<file path="src/hw/rto_pkg.sv">
// Package of register map, field positions, reset values and carrier types for the timer output stage.
package rto_pkg;

  // ----------------------------------------------------------------
  // Register indices (byte address is four times the index)
  // ----------------------------------------------------------------
  localparam logic [7:0] IDX_MASK_LO   = 8'hE0;
  localparam logic [7:0] IDX_OUT_CTRL  = 8'hE3;
  localparam logic [7:0] IDX_RLD_HI    = 8'hE9;
  localparam logic [7:0] IDX_RLD_LO    = 8'hEA;
  localparam logic [7:0] IDX_CAPT_HI   = 8'hEB;
  localparam logic [7:0] IDX_CAPT_LO   = 8'hEC;
  localparam logic [7:0] IDX_COMP_HI   = 8'hED;
  localparam logic [7:0] IDX_COMP_LO   = 8'hEE;
  localparam logic [7:0] IDX_MASK_HI   = 8'hEF;
  localparam logic [7:0] IDX_MODE      = 8'hF0;

  // ----------------------------------------------------------------
  // Field positions
  // ----------------------------------------------------------------
  localparam int unsigned OC_PWM_EN    = 0;
  localparam int unsigned OC_PWM_POL   = 1;
  localparam int unsigned OC_OVF_EN    = 2;
  localparam int unsigned OC_OVF_POL   = 3;
  localparam int unsigned MD_OVF_TGL   = 0;
  localparam int unsigned MD_PWM_TGL   = 1;
  localparam int unsigned MD_RELOAD    = 2;
  localparam int unsigned MD_FLAG      = 3;

  // ----------------------------------------------------------------
  // Reset values
  // ----------------------------------------------------------------
  localparam logic [3:0]  OC_RST       = 4'h0;
  localparam logic [3:0]  MODE_RST     = 4'h0;
  localparam logic [15:0] W16_RST      = 16'h0000;

  // ----------------------------------------------------------------
  // Carrier types
  // ----------------------------------------------------------------
  typedef struct packed {
    logic [15:0] count;
    logic        count_step;
    logic        overflow;
    logic        capture_to_reload;
    logic        capture_to_capture;
    logic [15:0] capture_value;
  } rto_timer_t;

  typedef struct packed {
    logic        overflow_out;
    logic        pwm_out;
    logic        compare_hit;
    logic        zero_hit;
    logic        reload_enable;
    logic [15:0] reload_value;
  } rto_out_t;

endpackage : rto_pkg

</file>
<file path="src/hw/rto_top.sv">
// Output stage and latched 16-bit register access of the auto-reload timer, APB slave.
`timescale 1ns/1ps
module rto_top (
  input  wire logic              pclk,
  input  wire logic              presetn,
  input  wire logic              psel,
  input  wire logic              penable,
  input  wire logic              pwrite,
  input  wire logic [11:0]       paddr,
  input  wire logic [31:0]       pwdata,
  input  wire logic [3:0]        pstrb,
  output logic      [31:0]       prdata,
  output logic                   pready,
  output logic                   pslverr,
  input  rto_pkg::rto_timer_t    timer_in,
  output rto_pkg::rto_out_t      timer_out
);

  // ----------------------------------------------------------------
  // Bus decode
  // ----------------------------------------------------------------
  function automatic logic is_mapped(input logic [11:0] a);
    logic [7:0] i;
    i = a[9:2];
    is_mapped = (a[11:10] == 2'b00) &&
                (i == rto_pkg::IDX_MASK_LO || i == rto_pkg::IDX_OUT_CTRL ||
                 (i >= rto_pkg::IDX_RLD_HI && i <= rto_pkg::IDX_MODE));
  endfunction : is_mapped

  logic [7:0]  idx;
  logic        setup;
  logic        wr_en;
  logic        pready_q;
  logic        pslverr_q;
  logic [31:0] prdata_q;

  assign idx   = paddr[9:2];
  assign setup = psel & ~penable;
  // A write lands only at the edge that completes the access phase.
  assign wr_en = psel & penable & pready_q & pwrite & pstrb[0] & is_mapped(paddr);

  always_ff @(posedge pclk or negedge presetn) begin
    if (!presetn) begin
      pready_q  <= 1'b0;
      pslverr_q <= 1'b0;
    end else begin
      pready_q  <= setup;
      pslverr_q <= setup & ~is_mapped(paddr);
    end
  end

  // ----------------------------------------------------------------
  // Control registers
  // ----------------------------------------------------------------
  logic [3:0] oc_q;
  logic [3:0] mode_q;
  logic       flag_clr;

  // Only the four defined bits are stored; upper bits read as zero.
  always_ff @(posedge pclk or negedge presetn) begin
    if (!presetn) begin
      oc_q <= rto_pkg::OC_RST;
    end else if (wr_en && idx == rto_pkg::IDX_OUT_CTRL) begin
      oc_q <= pwdata[3:0];
    end
  end

  assign flag_clr = wr_en && idx == rto_pkg::IDX_MODE && !pwdata[rto_pkg::MD_FLAG];

  // The flag can only be cleared by software; an overflow in the clearing cycle wins.
  always_ff @(posedge pclk or negedge presetn) begin
    if (!presetn) begin
      mode_q <= rto_pkg::MODE_RST;
    end else begin
      if (wr_en && idx == rto_pkg::IDX_MODE) begin
        mode_q[2:0] <= pwdata[2:0];
      end
      if (timer_in.overflow) begin
        mode_q[rto_pkg::MD_FLAG] <= 1'b1;
      end else if (flag_clr) begin
        mode_q[rto_pkg::MD_FLAG] <= 1'b0;
      end
    end
  end

  // ----------------------------------------------------------------
  // Latched 16-bit registers: 0 reload/capture, 1 compare, 2 mask
  // ----------------------------------------------------------------
  localparam logic [7:0] HI_IDX [3] = '{rto_pkg::IDX_RLD_HI, rto_pkg::IDX_COMP_HI, rto_pkg::IDX_MASK_HI};
  localparam logic [7:0] LO_IDX [3] = '{rto_pkg::IDX_RLD_LO, rto_pkg::IDX_COMP_LO, rto_pkg::IDX_MASK_LO};

  logic [15:0] w16_q  [3];
  logic [7:0]  hold_q [3];
  logic [15:0] capt_q;

  for (genvar k = 0; k < 3; k++) begin : g_w16
    logic wr_ok;
    // The reload/capture register only takes writes while reload is enabled.
    assign wr_ok = (k != 0) || mode_q[rto_pkg::MD_RELOAD];

    // Every register keeps its own pending high byte.
    always_ff @(posedge pclk or negedge presetn) begin
      if (!presetn) begin
        hold_q[k] <= 8'h00;
      end else if (wr_en && wr_ok && idx == HI_IDX[k]) begin
        hold_q[k] <= pwdata[7:0];
      end
    end

    always_ff @(posedge pclk or negedge presetn) begin
      if (!presetn) begin
        w16_q[k] <= rto_pkg::W16_RST;
      end else if (k == 0 && timer_in.capture_to_reload && !mode_q[rto_pkg::MD_RELOAD]) begin
        w16_q[k] <= timer_in.capture_value;
      end else if (wr_en && wr_ok && idx == LO_IDX[k]) begin
        w16_q[k] <= {hold_q[k], pwdata[7:0]};
      end
    end
  end

  // Capture register has no write path at all.
  always_ff @(posedge pclk or negedge presetn) begin
    if (!presetn) begin
      capt_q <= rto_pkg::W16_RST;
    end else if (timer_in.capture_to_capture) begin
      capt_q <= timer_in.capture_value;
    end
  end

  // ----------------------------------------------------------------
  // Read path, sampled in the setup cycle
  // ----------------------------------------------------------------
  logic [7:0] rd_byte;

  always_comb begin
    rd_byte = 8'h00;
    unique case (idx)
      rto_pkg::IDX_MASK_LO:  rd_byte = w16_q[2][7:0];
      rto_pkg::IDX_OUT_CTRL: rd_byte = {4'h0, oc_q};
      rto_pkg::IDX_RLD_HI:   rd_byte = w16_q[0][15:8];
      rto_pkg::IDX_RLD_LO:   rd_byte = w16_q[0][7:0];
      rto_pkg::IDX_CAPT_HI:  rd_byte = capt_q[15:8];
      rto_pkg::IDX_CAPT_LO:  rd_byte = capt_q[7:0];
      rto_pkg::IDX_COMP_HI:  rd_byte = w16_q[1][15:8];
      rto_pkg::IDX_COMP_LO:  rd_byte = w16_q[1][7:0];
      rto_pkg::IDX_MASK_HI:  rd_byte = w16_q[2][15:8];
      rto_pkg::IDX_MODE:     rd_byte = {4'h0, mode_q};
      default:               rd_byte = 8'h00;
    endcase
  end

  always_ff @(posedge pclk or negedge presetn) begin
    if (!presetn) begin
      prdata_q <= 32'h0000_0000;
    end else if (setup && !pwrite) begin
      prdata_q <= (is_mapped(paddr)) ? {24'h00_0000, rd_byte} : 32'h0000_0000;
    end
  end

  // ----------------------------------------------------------------
  // Masked events
  // ----------------------------------------------------------------
  logic [15:0] masked_cnt;
  logic        hit_compare;
  logic        hit_zero;
  logic        hit_compare_q;
  logic        hit_zero_q;

  assign masked_cnt  = w16_q[2] & timer_in.count;
  // Events are only raised when the counter takes a new value.
  assign hit_compare = timer_in.count_step && masked_cnt == (w16_q[2] & w16_q[1]);
  assign hit_zero    = timer_in.count_step && masked_cnt == 16'h0000;

  always_ff @(posedge pclk or negedge presetn) begin
    if (!presetn) begin
      hit_compare_q <= 1'b0;
      hit_zero_q    <= 1'b0;
    end else begin
      hit_compare_q <= hit_compare;
      hit_zero_q    <= hit_zero;
    end
  end

  // ----------------------------------------------------------------
  // Overflow output
  // ----------------------------------------------------------------
  logic ovf_act_q;
  logic ovf_act_d;
  logic ovf_pin_q;

  always_comb begin
    ovf_act_d = ovf_act_q;
    if (mode_q[rto_pkg::MD_OVF_TGL]) begin
      if (timer_in.overflow) begin
        ovf_act_d = ~ovf_act_q;
      end
    end else if (timer_in.overflow) begin
      ovf_act_d = 1'b1;
    end else if (flag_clr) begin
      ovf_act_d = 1'b0;
    end
  end

  always_ff @(posedge pclk or negedge presetn) begin
    if (!presetn) begin
      ovf_act_q <= 1'b0;
      ovf_pin_q <= 1'b0;
    end else begin
      ovf_act_q <= ovf_act_d;
      // Inactive level equals the polarity bit, so disabling parks the pin there.
      ovf_pin_q <= oc_q[rto_pkg::OC_OVF_EN] ? (ovf_act_d ^ oc_q[rto_pkg::OC_OVF_POL])
                                            : oc_q[rto_pkg::OC_OVF_POL];
    end
  end

  // ----------------------------------------------------------------
  // PWM output
  // ----------------------------------------------------------------
  logic pwm_act_q;
  logic pwm_act_d;
  logic pwm_pin_q;

  // When both events coincide the compare wins, giving a zero-width pulse.
  always_comb begin
    pwm_act_d = pwm_act_q;
    if (mode_q[rto_pkg::MD_PWM_TGL]) begin
      if (hit_compare) begin
        pwm_act_d = ~pwm_act_q;
      end
    end else if (hit_compare) begin
      pwm_act_d = 1'b0;
    end else if (hit_zero) begin
      pwm_act_d = 1'b1;
    end
  end

  always_ff @(posedge pclk or negedge presetn) begin
    if (!presetn) begin
      pwm_act_q <= 1'b0;
      pwm_pin_q <= 1'b0;
    end else begin
      pwm_act_q <= pwm_act_d;
      pwm_pin_q <= oc_q[rto_pkg::OC_PWM_EN] ? (pwm_act_d ^ oc_q[rto_pkg::OC_PWM_POL])
                                            : oc_q[rto_pkg::OC_PWM_POL];
    end
  end

  // ----------------------------------------------------------------
  // Outputs
  // ----------------------------------------------------------------
  assign prdata                  = prdata_q;
  assign pready                  = pready_q;
  assign pslverr                 = pslverr_q;
  assign timer_out.overflow_out  = ovf_pin_q;
  assign timer_out.pwm_out       = pwm_pin_q;
  assign timer_out.compare_hit   = hit_compare_q;
  assign timer_out.zero_hit      = hit_zero_q;
  assign timer_out.reload_enable = mode_q[rto_pkg::MD_RELOAD];
  assign timer_out.reload_value  = w16_q[0];

  // ----------------------------------------------------------------
  // Assertions
  // ----------------------------------------------------------------
  logic norm_set;
  assign norm_set = oc_q[rto_pkg::OC_OVF_EN] & ~mode_q[rto_pkg::MD_OVF_TGL];

  AST_OVF_HIGH: assert property (@(posedge pclk) disable iff (!presetn)
    (timer_in.overflow && norm_set && !oc_q[rto_pkg::OC_OVF_POL]) |=> timer_out.overflow_out)
    else $error("overflow output not high after overflow");

  AST_OVF_LOW: assert property (@(posedge pclk) disable iff (!presetn)
    (timer_in.overflow && norm_set && oc_q[rto_pkg::OC_OVF_POL]) |=> !timer_out.overflow_out)
    else $error("inverted overflow output not low after overflow");

  AST_OVF_PARK: assert property (@(posedge pclk) disable iff (!presetn)
    !oc_q[rto_pkg::OC_OVF_EN] |=> timer_out.overflow_out == $past(oc_q[rto_pkg::OC_OVF_POL]))
    else $error("disabled overflow output not at polarity level");

  AST_PWM_SETRST: assert property (@(posedge pclk) disable iff (!presetn)
    (oc_q[rto_pkg::OC_PWM_EN] && !mode_q[rto_pkg::MD_PWM_TGL] && hit_zero && !hit_compare)
    |=> timer_out.pwm_out == !$past(oc_q[rto_pkg::OC_PWM_POL]))
    else $error("pwm output wrong after masked zero");

  AST_PWM_PARK: assert property (@(posedge pclk) disable iff (!presetn)
    !oc_q[rto_pkg::OC_PWM_EN] |=> timer_out.pwm_out == $past(oc_q[rto_pkg::OC_PWM_POL]))
    else $error("disabled pwm output not at polarity level");

  AST_COMPARE_EVT: assert property (@(posedge pclk) disable iff (!presetn)
    (timer_in.count_step && ((timer_in.count ^ w16_q[1]) & w16_q[2]) == 16'h0000)
    |=> timer_out.compare_hit)
    else $error("masked compare event missed");

  AST_ZERO_EVT: assert property (@(posedge pclk) disable iff (!presetn)
    timer_out.zero_hit |-> $past(timer_in.count_step && (timer_in.count & w16_q[2]) == 16'h0000))
    else $error("masked zero event without cause");

  AST_HI_LATCH: assert property (@(posedge pclk) disable iff (!presetn)
    (wr_en && idx == rto_pkg::IDX_COMP_HI) |=> $stable(w16_q[1]))
    else $error("high byte write changed compare register");

  AST_LO_LOAD: assert property (@(posedge pclk) disable iff (!presetn)
    (wr_en && idx == rto_pkg::IDX_COMP_LO) |=> w16_q[1] == {$past(hold_q[1]), $past(pwdata[7:0])})
    else $error("low byte write did not load whole compare register");

  AST_HI_READ: assert property (@(posedge pclk) disable iff (!presetn)
    (setup && !pwrite && idx == rto_pkg::IDX_MASK_HI) |=> prdata[7:0] == $past(w16_q[2][15:8]))
    else $error("high byte read did not return loaded mask");

  AST_RLD_LOCK: assert property (@(posedge pclk) disable iff (!presetn)
    (wr_en && idx == rto_pkg::IDX_RLD_LO && !mode_q[rto_pkg::MD_RELOAD] && !timer_in.capture_to_reload)
    |=> $stable(w16_q[0]))
    else $error("reload register written while reload disabled");

  AST_CAPT_RO: assert property (@(posedge pclk) disable iff (!presetn)
    !timer_in.capture_to_capture |=> $stable(capt_q))
    else $error("capture register changed without capture");

  AST_FLAG_CLR: assert property (@(posedge pclk) disable iff (!presetn)
    (flag_clr && !timer_in.overflow && !mode_q[rto_pkg::MD_OVF_TGL]) |=> !ovf_act_q)
    else $error("overflow output not released on flag clear");

  AST_OVF_TGL: assert property (@(posedge pclk) disable iff (!presetn)
    (timer_in.overflow && mode_q[rto_pkg::MD_OVF_TGL]) |=> ovf_act_q != $past(ovf_act_q))
    else $error("overflow output did not toggle");

  AST_PWM_TGL: assert property (@(posedge pclk) disable iff (!presetn)
    (hit_compare && mode_q[rto_pkg::MD_PWM_TGL]) |=> pwm_act_q != $past(pwm_act_q))
    else $error("pwm output did not toggle");

  AST_OWN_LATCH: assert property (@(posedge pclk) disable iff (!presetn)
    (wr_en && idx == rto_pkg::IDX_COMP_HI) |=> $stable(hold_q[2]) && $stable(hold_q[0]))
    else $error("write disturbed another high byte latch");

endmodule : rto_top

</file>
<file path="config.mk">
export PLATFORM = sky130hd
export DESIGN_NAME = rto_top
export DESIGN_NICKNAME = d
export VERILOG_FILES = /design/src/hw/rto_pkg.sv /design/src/hw/rto_top.sv
export SDC_FILE = /design/constraint.sdc
export NUM_CORES = 1
export LEC_CHECK = 0
export BUFFER_PORTS_ARGS = -buffer_cell sky130_fd_sc_hd__buf_2
export CORE_MARGIN = 2
export CORE_UTILIZATION = 30
export DETAILED_ROUTE_END_ITERATION = 10
export GPL_TIMING_DRIVEN = 0
export PLACE_DENSITY_LB_ADDON = 0.2
export SLEW_MARGIN = 5
export SYNTH_ARGS = -nofsm -noshare
export SYNTH_HDL_FRONTEND = slang
export SYNTH_SLANG_ARGS = --single-unit
</file>
<file path="constraint.sdc">
create_clock -name pclk -period 2.3 [get_ports pclk]
set_input_delay 0.46 -clock pclk [delete_from_list [all_inputs] [get_ports pclk]]
set_output_delay 0.46 -clock pclk [all_outputs]
set_load 0.02 [all_outputs]
</file>
## Word-level counts from Yosys, hierarchy flattened

Cells that the tools add are included.

| cells by class | value |
|---|---|
| add/subtract/negate cells | 0 |
| multipliers | 0 |
| divide/modulo/power cells | 0 |
| order comparisons | 2 |
| equality and inequality tests | 11 |
| shift-type cells | 0 |
| muxes and demuxes | 16 |
| bitwise logic cells | 15 |
| reductions and logical operators | 25 |

Operator list:

| cell | number |
|---|---|
| $eq A8 B8 Y1 const B | 10 |
| $pmux W8 S10 | 1 |
| $and A16 B16 Y16 | 2 |
| $mux W16 | 2 |
| $eq A16 B16 Y1 | 1 |
| $logic_and A1 B1 Y1 | 16 |
| $logic_not A16 Y1 | 1 |
| $mux W1 | 12 |
| $ge A8 B8 Y1 const B | 1 |
| $le A8 B8 Y1 const B | 1 |
| $mux W8 | 1 |
| $and A1 B1 Y1 | 7 |
| $not A1 Y1 | 4 |
| $reduce_bool A2 Y1 | 2 |
| $logic_not A1 Y1 | 3 |
| $logic_not A2 Y1 | 1 |
| $logic_or A1 B1 Y1 | 2 |
| $xor A1 B1 Y1 | 2 |

| storage, ports and cells | value |
|---|---|
| register bits | 136 |
| latch bits | 0 |
| memory bits (writable) | 0 |
| ROM bits | 0 |
| logic and storage cells | 88 |
| memories kept | 0 |

## Depth between registers and ports, before layout

Gate-level depths: netlist (run 1).

| logic depth | value |
|---|---|
| depth after elaboration | 12 |
| mapped depth | 8 |
| mapped depth without buffers | 6 |

## Worst setup path before layout (run 1)

No wires, ideal clock.

| path | value |
|---|---|
| path kind | input port to flip-flop |
| from | input port paddr[4] |
| to | register hold_q[0] (netlist bit) |
| arrival time | 2.034 ns |
| required time | 2.175 ns |
| slack | 0.141 ns |
| cell stages on the path | 8 |
| path through | buf_6 > nor2b_4 > o21ai_1 > a21o_1 > a211oi_4 > and3_1 > buf_4 > mux2_2 |

| on the way | value |
|---|---|
| word-level cells in the longest chain between the ends | 6 |

Ends and longest elaborated chain:

| element | line | text |
|---|---|---|
| start: declaration | rto_top.sv:9 | `input wire logic [11:0] paddr,` |
| $ge A8 B8 Y1 (tied with other cells) | rto_top.sv:27 | `(i >= rto_pkg::IDX_RLD_HI && i <= rto_pkg::IDX_MODE));` |
| $logic_and A1 B1 Y1 / $logic_or A1 B1 Y1 (equally long branches) | rto_top.sv:27, rto_top.sv:26 |  |
| $logic_or A1 B1 Y1 | rto_top.sv:26 | `(i == rto_pkg::IDX_MASK_LO \|\| i == rto_pkg::IDX_OUT_CTRL \|\|` |
| $logic_and A1 B1 Y1 | rto_top.sv:25 | `is_mapped = (a[11:10] == 2'b00) &&` |
| $and A1 B1 Y1 | rto_top.sv:40 | `assign wr_en = psel & penable & pready_q & pwrite & pstrb[0] & is_mapped(paddr);` |
| $logic_and A1 B1 Y1 (*) | rto_top.sv:105 | `end else if (wr_en && wr_ok && idx == HI_IDX[k]) begin` |
| end signal: indexed assignment | rto_top.sv:106 | `hold_q[k] <= pwdata[7:0];` |
| end: declaration | rto_top.sv:93 | `logic [7:0] hold_q [3];` |

Mark *: on every way between the ends. The rest lies on a longest branch, timed or not.
A chain may end at the register's enable or synchronous reset.

## Final worst setup path (run 1)

| path | value |
|---|---|
| from | input port paddr[6] |
| to | register hold_q[0] (netlist bit) |

Same word-level chain as after synthesis.

==> results of run 1 <==
[state kept, by name (all words and copies together), names as in the netlist]
signal and flops:
hit_zero_q 1, ovf_act_q 1, pready 1, pslverr 1
capt_q 16, pwm_act_q 1, mode_q 4, prdata 8
pwm_pin_q 1, ovf_pin_q 1, w16_q 32, timer_out 16
hit_compare_q 1, oc_q 4, hold_q 24
[power groups by stage]
stage                     Clock, mW  Combinational (mW)  Sequential (mW)
after floorplan                   0               0.308             2.09
after global placement            0               0.507             2.12
after detailed placement          0               0.522             2.12
after CTS                      1.64               0.524             2.08
after global routing           1.71               0.572             2.09
final                          1.59               0.522             2.08
[worst max-delay path by stage]
| stage | cells past startpoint | endpoint | start | slack [ns] |
|---|---|---|---|---|
| after floorplan | 8 | hold_q[0] | paddr[4] | 0.14 |
| after global placement | 1 | hold_q[6] | presetn | -0.57 |
| after detailed placement | 6 | w16_q[10] | paddr[6] | -0.37 |
| after CTS | 6 | pwm_act_q | w16_q[26] | 0.07 |
| after global routing | 7 | hold_q[6] | paddr[6] | 0.002 |
| final | 7 | hold_q[0] | paddr[6] | 0.10 |
[through the flow]
stage / hold slack, ns / util [%] / instances / TNS (ns) / worst slack (ns)
after floorplan: 0.164 / - / 538 / 0 / 0.141
after global placement: 0.480 / 35.0 / 890 / -77.81 / -0.569
after detailed placement: 0.449 / 35.1 / 891 / -14.90 / -0.366
after CTS: 0.0591 / 36.9 / 909 / 0 / 0.0723
after global routing: 0.0852 / 37.1 / 912 / 0 / 0.00225
final: 0.0495 / 37.1 / 912 / 0 / 0.100
[cells by family (layout without fill, tap and decap cells)]
kind of cell / after synthesis / in the layout
AOI/OAI and AO/OA: 95 / 95
xor gates and xnor gates: 13 / 13
buffers and inverters: 67 / 176
DFF: 112 / 112
muxes: 106 / 106
other: 1 / 24
and+or+nand+nor: 121 / 121
[cell usage in the layout (no fill, tap or decap), types with 4 or more instances in the layout]
cell                        count
sky130_fd_sc_hd__a21oi_1        5
sky130_fd_sc_hd__a22o_1         9
sky130_fd_sc_hd__a22oi_1       19
sky130_fd_sc_hd__and3_1         4
sky130_fd_sc_hd__buf_2         91
sky130_fd_sc_hd__buf_4         52
sky130_fd_sc_hd__buf_6          4
sky130_fd_sc_hd__clkbuf_1       9
sky130_fd_sc_hd__clkbuf_16      9
sky130_fd_sc_hd__conb_1        24
sky130_fd_sc_hd__dfrtp_1      112
sky130_fd_sc_hd__mux2_2        69
sky130_fd_sc_hd__mux2_4        10
sky130_fd_sc_hd__mux2i_1       27
sky130_fd_sc_hd__nand2_1       43
sky130_fd_sc_hd__nand3_1       15
sky130_fd_sc_hd__nand3b_1       7
sky130_fd_sc_hd__nand4_1        8
sky130_fd_sc_hd__nor2_1        11
sky130_fd_sc_hd__nor2b_1        4
sky130_fd_sc_hd__o2111ai_1      4
sky130_fd_sc_hd__o21ai_0       29
sky130_fd_sc_hd__o22ai_1        4
sky130_fd_sc_hd__xor2_1        12
[per-layer routing]
layer / share of wire (%) / GRT usage [%] / vias up
li1: - / - / 2080
met1: 46 / 23.9 / 2296
met2: 47 / 28.1 / 152
met3: 4.6 / 3.26 / 21
met4: 2.3 / 5.72 / 0
met5: 0 / 0 / -
[repair_timing]
action	in CTS	in global routing
setup buffers	3	3
hold buffers	0	0
gates cloned	0	0
setup endpoints to repair	32	24
resized for setup	1	2
pin swaps	2	1
[layout make-up]
class                      instances  area, sq um  share of cell area [%]
buffer                            66          457                    6.32
clock buffer                       9          225                    3.12
clock inverter                     6         67.6                   0.936
inverter                           1         3.75                  0.0520
multi-input combinational        359         2800                    38.7
sequential                       112         2800                    38.8
tap                              265          332                    4.59
timing repair buffer              94          539                    7.47
==> metrics, run 1 <==
Comb pwr share 12.5%; power share of the clock group 38.0%; max incr delay on CP 0.46 ns; Reg clk slew, reported paths 0.07 ns; TritonCTS clock tree yes; HPWL reported at the end of detailed placement 13.9 mm; synthesized-area fraction occupied by adder cells 0%; slew at the pin closest to its max-slew limit 0.707 ns; maximum fanout encountered on the critical timing path 10; count of mapped cells out of synthesis 515; Root Buffer Master sky130_fd_sc_hd__clkbuf_16; startpoint kind of the worst setup timing path primary input; distinct cell type count of the synthesized netlist 63; status finished, final reports clean; total global-route track usage 17.5%; via count of the first global-routing pass 4433; fraction of the mapped netlist area in compound gates 11.2%; Worst Path Buf+Inv 3; Worst Hold Class primary input to asynchronous set/reset pin; number of sinks driven by the clock tree 112; count of final setup violators 0; area growth from synthesis to final layout 21.3%; sequential area share after synthesis 47.1%; H-Tree Level Count 3; die footprint 21000 sq um; family of cells with the greatest summed delay on the critical path simple AND/OR/NAND/NOR gates; critical register-to-register path startpoint w16_q[26]; setup slack on the worst flop-to-flop path 0.13 ns; total gr overflow 0; Synth warnings 0; largest cells by area after synthesis sky130_fd_sc_hd__dfrtp_1, sky130_fd_sc_hd__mux2_2, sky130_fd_sc_hd__buf_4, sky130_fd_sc_hd__mux2i_1, sky130_fd_sc_hd__nand2_1; XOR/XNOR share of the synthesized area 1.91%; Initial Utilization 30.6%; number of buffers created by CTS 9; achievable frequency 455 MHz; total placed instance area 6840 sq um; antenna diode instance count 0; most instantiated cells after synthesis sky130_fd_sc_hd__dfrtp_1, sky130_fd_sc_hd__mux2_2, sky130_fd_sc_hd__buf_4; overall power 4.20 mW; layout cell share with drive strength beyond 1 40.0%; maximum buffer depth of the clock tree 2; combinational family with the most area after synthesis multiplexers; Fill cells 1962; wire length of the first global-routing pass 26.9 mm; arrival time of the worst setup path 2.45 ns; Internal Dissipation 3.09 mW; Final period util 95.6%; total count of hold-check failures in the final report 0; reg-to-reg critical path endpoint pwm_act_q; Slowest cell on crit path sky130_fd_sc_hd__nand4b_1; number of routed nets with antenna violations 0; reported max-cap violation count 0; library cell with the highest instance count after synthesis sky130_fd_sc_hd__dfrtp_1; post-layout instance area 7220 sq um; iteration-0 DRC count of the detailed router 326; synthesis-stage register bit count 112; I/O pin count 144; vias per cell 4.99; Vert. Die Dim 145 microns; insertion delay to the later sink of the worst-skew pair 0.37 ns; Syn Std Cell Area 5950 sq um; count of input and output buffers 87; fin crit period 2.20 ns; kind of end point of the critical path flip-flop; RSZ-0062 raised after global routing no; worst IR drop on VDD 0.402 mV; DRC viols 0; critical path data required time 2.55 ns; die boundary width 145 microns; proportion of total power due to net switching 26.5%; layout net count 732; iteration count of the initial detailed-routing pass 6; library cell occupying the most area in the post-synthesis netlist sky130_fd_sc_hd__dfrtp_1; tightest slew margin relative to the limit 52.9%; Synth async-reset ratio 100%; worst setup path category primary input to flip-flop; antenna violations before repair 0; EDFF count, synth 0; mux contribution to synthesized area 20.1%; largest net degree at the start of global routing 62; cell depth of the worst flop-to-flop path 6; total via count in the routed design 4549; Flop pwr share 49.6%; post-route clock skew 0.0149 ns; Post-Syn Area per Cell 11.6 sq um; GPL Wtd Cong 0.895; basic-gate share of the synthesized area counting and, or, nand and nor cells 11.8%; fraction of post-synthesis cell area in the top cell type by area 47.1%; placeable core region 19500 sq um; overall routed net length 18.1 mm; Power Dens Cells 581 nW/um^2; Cell Chain, Critical Path buf_2, clkbuf_1, nand4b_1, nor2_1, and3_1, buf_4, mux2_2; leak pwr 3.49 nW; commonest register cell after synthesis sky130_fd_sc_hd__dfrtp_1; switching power total 1.11 mW; Row Count 51; max-slew violation total from the final report 0; mean routed wirelength per cell 19.8 microns
Power figures use the tool's default switching activity.
==> run 2: changes to the inputs <==
clock period = 2.6 ns   (was 2.3 ns; I/O delays follow)
==> metrics, run 2 (same netlist as run 1, synthesis figures left out) <==
post-layout instance area 7140 sq um; kind of end point of the critical path flip-flop; H-Tree Level Count 3; Flop pwr share 49.6%; switching power total 0.982 mW; largest net degree at the start of global routing 62; top library cells by usage in the layout, fill and taps aside sky130_fd_sc_hd__dfrtp_1, sky130_fd_sc_hd__buf_2, sky130_fd_sc_hd__mux2_2, sky130_fd_sc_hd__buf_4, sky130_fd_sc_hd__nand2_1; register with the most flip-flops w16_q; count of input and output buffers 87; number of sinks driven by the clock tree 112; Worst Hold Slack 0.109 ns; Resize count post-CTS 0; number of routed nets with antenna violations 0; overall power 3.71 mW; number of flip-flops in the largest register 32; die boundary width 145 microns; number of buffers created by CTS 9; HPWL reported at the end of detailed placement 13.9 mm; count of final setup violators 0; Hold Buf Count CTS 0; worst setup path category flip-flop to flip-flop; reg-to-reg critical path endpoint hold_q[0]; most frequent standard cell in the layout excluding fill and tap cells sky130_fd_sc_hd__dfrtp_1; Post-CTS Setup Bufs 0; insertion delay to the later sink of the worst-skew pair 0.36 ns; fin crit period 2.44 ns; startpoint kind of the worst setup timing path flip-flop; cell depth of the worst flop-to-flop path 6; overall routed net length 17.9 mm; setup slack on the worst flop-to-flop path 0.16 ns; iteration-0 DRC count of the detailed router 287; layout net count 726; Worst Hold Class primary input to asynchronous set/reset pin; die footprint 21000 sq um; vias per cell 4.96; arrival time of the worst setup path 2.68 ns; antenna violations before repair 0; Reg clk slew, reported paths 0.07 ns; Row Count 51; slew at the pin closest to its max-slew limit 0.699 ns; power share of the clock group 38.0%; total global-route track usage 17.4%; total placed instance area 6840 sq um; I/O pin count 144; max-slew violation total from the final report 0; total count of hold-check failures in the final report 0; maximum fanout encountered on the critical timing path 8; worst IR drop on VDD 0.354 mV; tightest slew margin relative to the limit 53.4%; Power Dens Cells 520 nW/um^2; Worst setup endpoint hold_q[0]; wire length of the first global-routing pass 26.7 mm; GPL Wtd Cong 0.895; via count of the first global-routing pass 4409; total gr overflow 0; TritonCTS clock tree yes; critical path data required time 2.85 ns; achievable frequency 410 MHz; leak pwr 3.45 nW; post-route clock skew 0.0147 ns; mean routed wirelength per cell 19.8 microns; critical register-to-register path startpoint pready; Worst setup startpoint pready; reported max-cap violation count 0; iteration count of the initial detailed-routing pass 5; proportion of total power due to net switching 26.5%; placed cell count 891; post-route non-filler standard cell count 906; status finished, final reports clean; DRC viols 0; Initial Utilization 30.6%; Final period util 93.7%; RSZ-0062 raised after global routing no; total via count in the routed design 4498; final core area utilization 36.7%; Comb pwr share 12.4%; area growth from synthesis to final layout 19.9%; Root Buffer Master sky130_fd_sc_hd__clkbuf_16; Vert. Die Dim 145 microns; antenna diode instance count 0; maximum buffer depth of the clock tree 2; placeable core region 19500 sq um; Top Registers w16_q x32, hold_q x24; layout cell share with drive strength beyond 1 39.5%; Internal Dissipation 2.73 mW
run 2: critical path, stage by stage (launching register included):
cell	delay (ns)
sky130_fd_sc_hd__dfrtp_1	0.35
sky130_fd_sc_hd__and3_1	0.15
sky130_fd_sc_hd__nand4_1	0.38
sky130_fd_sc_hd__a211oi_4	0.62
sky130_fd_sc_hd__and3_1	0.25
sky130_fd_sc_hd__buf_4	0.21
sky130_fd_sc_hd__mux2_2	0.35
run 2: power by group through the flow:
stage	clock (mW)	sequential, mW	combinational [mW]
2_1_floorplan	0	1.85	0.273
3_3_place_gp	0	1.87	0.449
5_1_grt	1.51	1.85	0.505
4_1_cts	1.45	1.84	0.463
6_report	1.41	1.84	0.461
3_5_place_dp	0	1.88	0.461
run 2: worst min-delay path by stage:
stage / startpoint / endpoint / slack (ns) / depth (start not counted)
floorplan: presetn / capt_q[0] / 0.22 / 0
global placement: mode_q[3] / mode_q[3] / 0.48 / 1
detailed placement: hold_q[12] / w16_q[28] / 0.49 / 1
CTS: presetn / mode_q[2] / 0.12 / 1
global route: presetn / mode_q[2] / 0.15 / 1
finish: presetn / prdata[1] / 0.11 / 1
run 2: per-stage QoR:
stage / TNS, ns / worst slack (ns)
3_5_place_dp: -2.06 / -0.126
2_1_floorplan: 0 / 0.381
4_1_cts: 0 / 0.0785
3_3_place_gp: -37.74 / -0.329
6_report: 0 / 0.164
5_1_grt: 0 / 0.0367
run 2: layout make-up:
cell class                 count  area, sq um
buffer                        66          457
clock buffer                   9          225
clock inverter                 6         67.6
fill                        1966        12300
inverter                       1         3.75
multi-input combinational    359         2780
sequential                   112         2800
tap                          265          332
timing repair buffer          88          469
run 2: layer usage:
layer  vias to the layer above  global-route usage, %  wire length (microns)  part of all wire, %
li1                       2065                      -                      -                    -
met1                      2280                   23.8                   8320                   46
met2                       132                   28.0                   8400                   47
met3                        21                   3.26                    795                  4.4
met4                         0                   5.72                    403                  2.2
met5                         -                      0                      0                    0
==> run 3: changes to the inputs <==
ABC_AREA = 1   (was not set)
GPL_TIMING_DRIVEN = not set   (was 0)
SLEW_MARGIN = not set   (was 5)
==> metrics, run 3 <==
library cell occupying the most area in the post-synthesis netlist sky130_fd_sc_hd__dfrtp_1; critical register-to-register path startpoint w16_q[2]; final core area utilization 35.5%; total gr overflow 0; iteration count of the initial detailed-routing pass 4; Worst Hold Slack 0.151 ns; aggregate negative setup slack 0 ns; I/O pin count 144; layout net count 891; top library cells by usage in the layout, fill and taps aside sky130_fd_sc_hd__nand2_1, sky130_fd_sc_hd__dfrtp_1, sky130_fd_sc_hd__o21ai_0, sky130_fd_sc_hd__buf_2, sky130_fd_sc_hd__inv_1; commonest register cell after synthesis sky130_fd_sc_hd__dfrtp_1; setup slack on the worst flop-to-flop path 0.87 ns; iteration-0 DRC count of the detailed router 287; leak pwr 3.30 nW; synthesis-stage register bit count 112; register with the most flip-flops w16_q; cell depth of the worst flop-to-flop path 11; Initial Utilization 30.7%; Hold Buf Count CTS 0; Post-CTS Setup Bufs 0; worst setup path category primary input to flip-flop; achievable frequency 515 MHz; Synth warnings 0; H-Tree Level Count 3; overall routed net length 17.1 mm; Vert. Die Dim 143 microns; reported max-cap violation count 0; max incr delay on CP 0.34 ns; largest net degree at the start of global routing 42; Power Dens Cells 533 nW/um^2; number of buffers created by CTS 9; die footprint 20400 sq um; reg-to-reg critical path endpoint pwm_pin_q; HPWL reported at the end of detailed placement 13.0 mm; placeable core region 18800 sq um; Synth async-reset ratio 100%; max-slew violation total from the final report 0; count of mapped cells out of synthesis 726; kind of end point of the critical path flip-flop; family of cells with the greatest summed delay on the critical path simple AND/OR/NAND/NOR gates; number of sinks driven by the clock tree 112; status finished, final reports clean; total via count in the routed design 4928; Post-Syn Area per Cell 7.96 sq um; critical path data required time 2.82 ns; Resize count post-CTS 0; wire length of the first global-routing pass 26.4 mm; Worst setup startpoint paddr[6]; EDFF count, synth 0; Syn Std Cell Area 5780 sq um; Worst setup endpoint hold_q[17]; area growth from synthesis to final layout 15.8%; maximum fanout encountered on the critical timing path 16; count of final setup violators 0; GPL Wtd Cong 0.860; Row Count 50; Worst Hold Class primary input to asynchronous set/reset pin; die boundary width 143 microns; total global-route track usage 17.2%; TritonCTS clock tree yes; vias per cell 4.62; slew at the pin closest to its max-slew limit 0.559 ns; DRC viols 0; most instantiated cells after synthesis sky130_fd_sc_hd__nand2_1, sky130_fd_sc_hd__dfrtp_1, sky130_fd_sc_hd__o21ai_0; number of flip-flops in the largest register 32; Worst path depth 11; antenna diode instance count 0; Worst Path Buf+Inv 2; count of input and output buffers 90; sequential area share after synthesis 48.5%; most frequent standard cell in the layout excluding fill and tap cells sky130_fd_sc_hd__nand2_1; tightest slew margin relative to the limit 62.7%; distinct cell type count of the synthesized netlist 35; library cell with the highest instance count after synthesis sky130_fd_sc_hd__nand2_1; fraction of post-synthesis cell area in the top cell type by area 48.5%; Slowest cell on crit path sky130_fd_sc_hd__nand2_1; antenna violations before repair 0; post-route clock skew 0.00785 ns; largest cells by area after synthesis sky130_fd_sc_hd__dfrtp_1, sky130_fd_sc_hd__nand2_1, sky130_fd_sc_hd__o21ai_0, sky130_fd_sc_hd__buf_4, sky130_fd_sc_hd__inv_1; startpoint kind of the worst setup timing path primary input; Final period util 74.7%; mean routed wirelength per cell 16.1 microns; number of routed nets with antenna violations 0; insertion delay to the later sink of the worst-skew pair 0.36 ns; total count of hold-check failures in the final report 0; Cell Chain, Critical Path buf_2, inv_1, nand4_1, nor2_2, nor2_2, nand2_1, nand3_2, nor2_2, nand2_1, nand2_1, o21ai_1; Reg clk slew, reported paths 0.07 ns; Top Registers w16_q x32, hold_q x24; fin crit period 1.94 ns; layout cell share with drive strength beyond 1 17.2%; RSZ-0062 raised after global routing no; Root Buffer Master sky130_fd_sc_hd__clkbuf_16; maximum buffer depth of the clock tree 2; arrival time of the worst setup path 2.16 ns; via count of the first global-routing pass 4699; worst IR drop on VDD 0.291 mV
-- run 3: worst min-delay path by stage --
stage / start / to / slack, ns
2_1_floorplan: presetn / capt_q[0] / 0.22
3_3_place_gp: hold_q[0] / hold_q[0] / 0.47
3_5_place_dp: hold_q[19] / hold_q[19] / 0.48
4_1_cts: presetn / capt_q[6] / 0.17
5_1_grt: presetn / capt_q[6] / 0.19
6_report: presetn / capt_q[6] / 0.15
-- run 3: area by class of cell --
class                      instances  area [sq um]
multi-input combinational        494          2340
clock inverter                     3          65.1
clock buffer                      12           256
fill                            2014         12100
tap                              260           325
inverter                          80           300
timing repair buffer             105           603
sequential                       112          2800
-- run 3: metal layers --
layer  track usage (%)  part of all wire, %
met5                 0                    0
met4              6.10                  2.2
met3              2.52                  4.5
met2              28.4                   48
met1              23.0                   45
-- run 3: cells by family after synthesis --
| kind of cell | count (synthesis) | synth area share [%] |
|---|---|---|
| and+or+nand+nor | 322 | 23.9 |
| buffers and inverters | 143 | 12.6 |
| AOI/OAI and AO/OA | 140 | 13.3 |
| DFF | 112 | 48.5 |
| muxes | 8 | 1.69 |
| other | 1 | 0.0649 |
-- run 3: per-stage QoR --
stage	area [sq um]	std cells	power (mW)	setup WS [ns]
2_1_floorplan	5870	749	1.96	0.618
3_3_place_gp	6370	1051	2.07	0.318
3_5_place_dp	6370	1051	2.08	0.293
4_1_cts	6690	1066	3.60	0.672
5_1_grt	6690	1066	3.70	0.462
6_report	6690	1066	3.57	0.657
-- run 3: power breakdown --
part           internal, mW  switching [mW]
combinational        0.0735           0.183
clock                 0.892           0.636
sequential             1.77         0.00972
total                  2.74           0.828
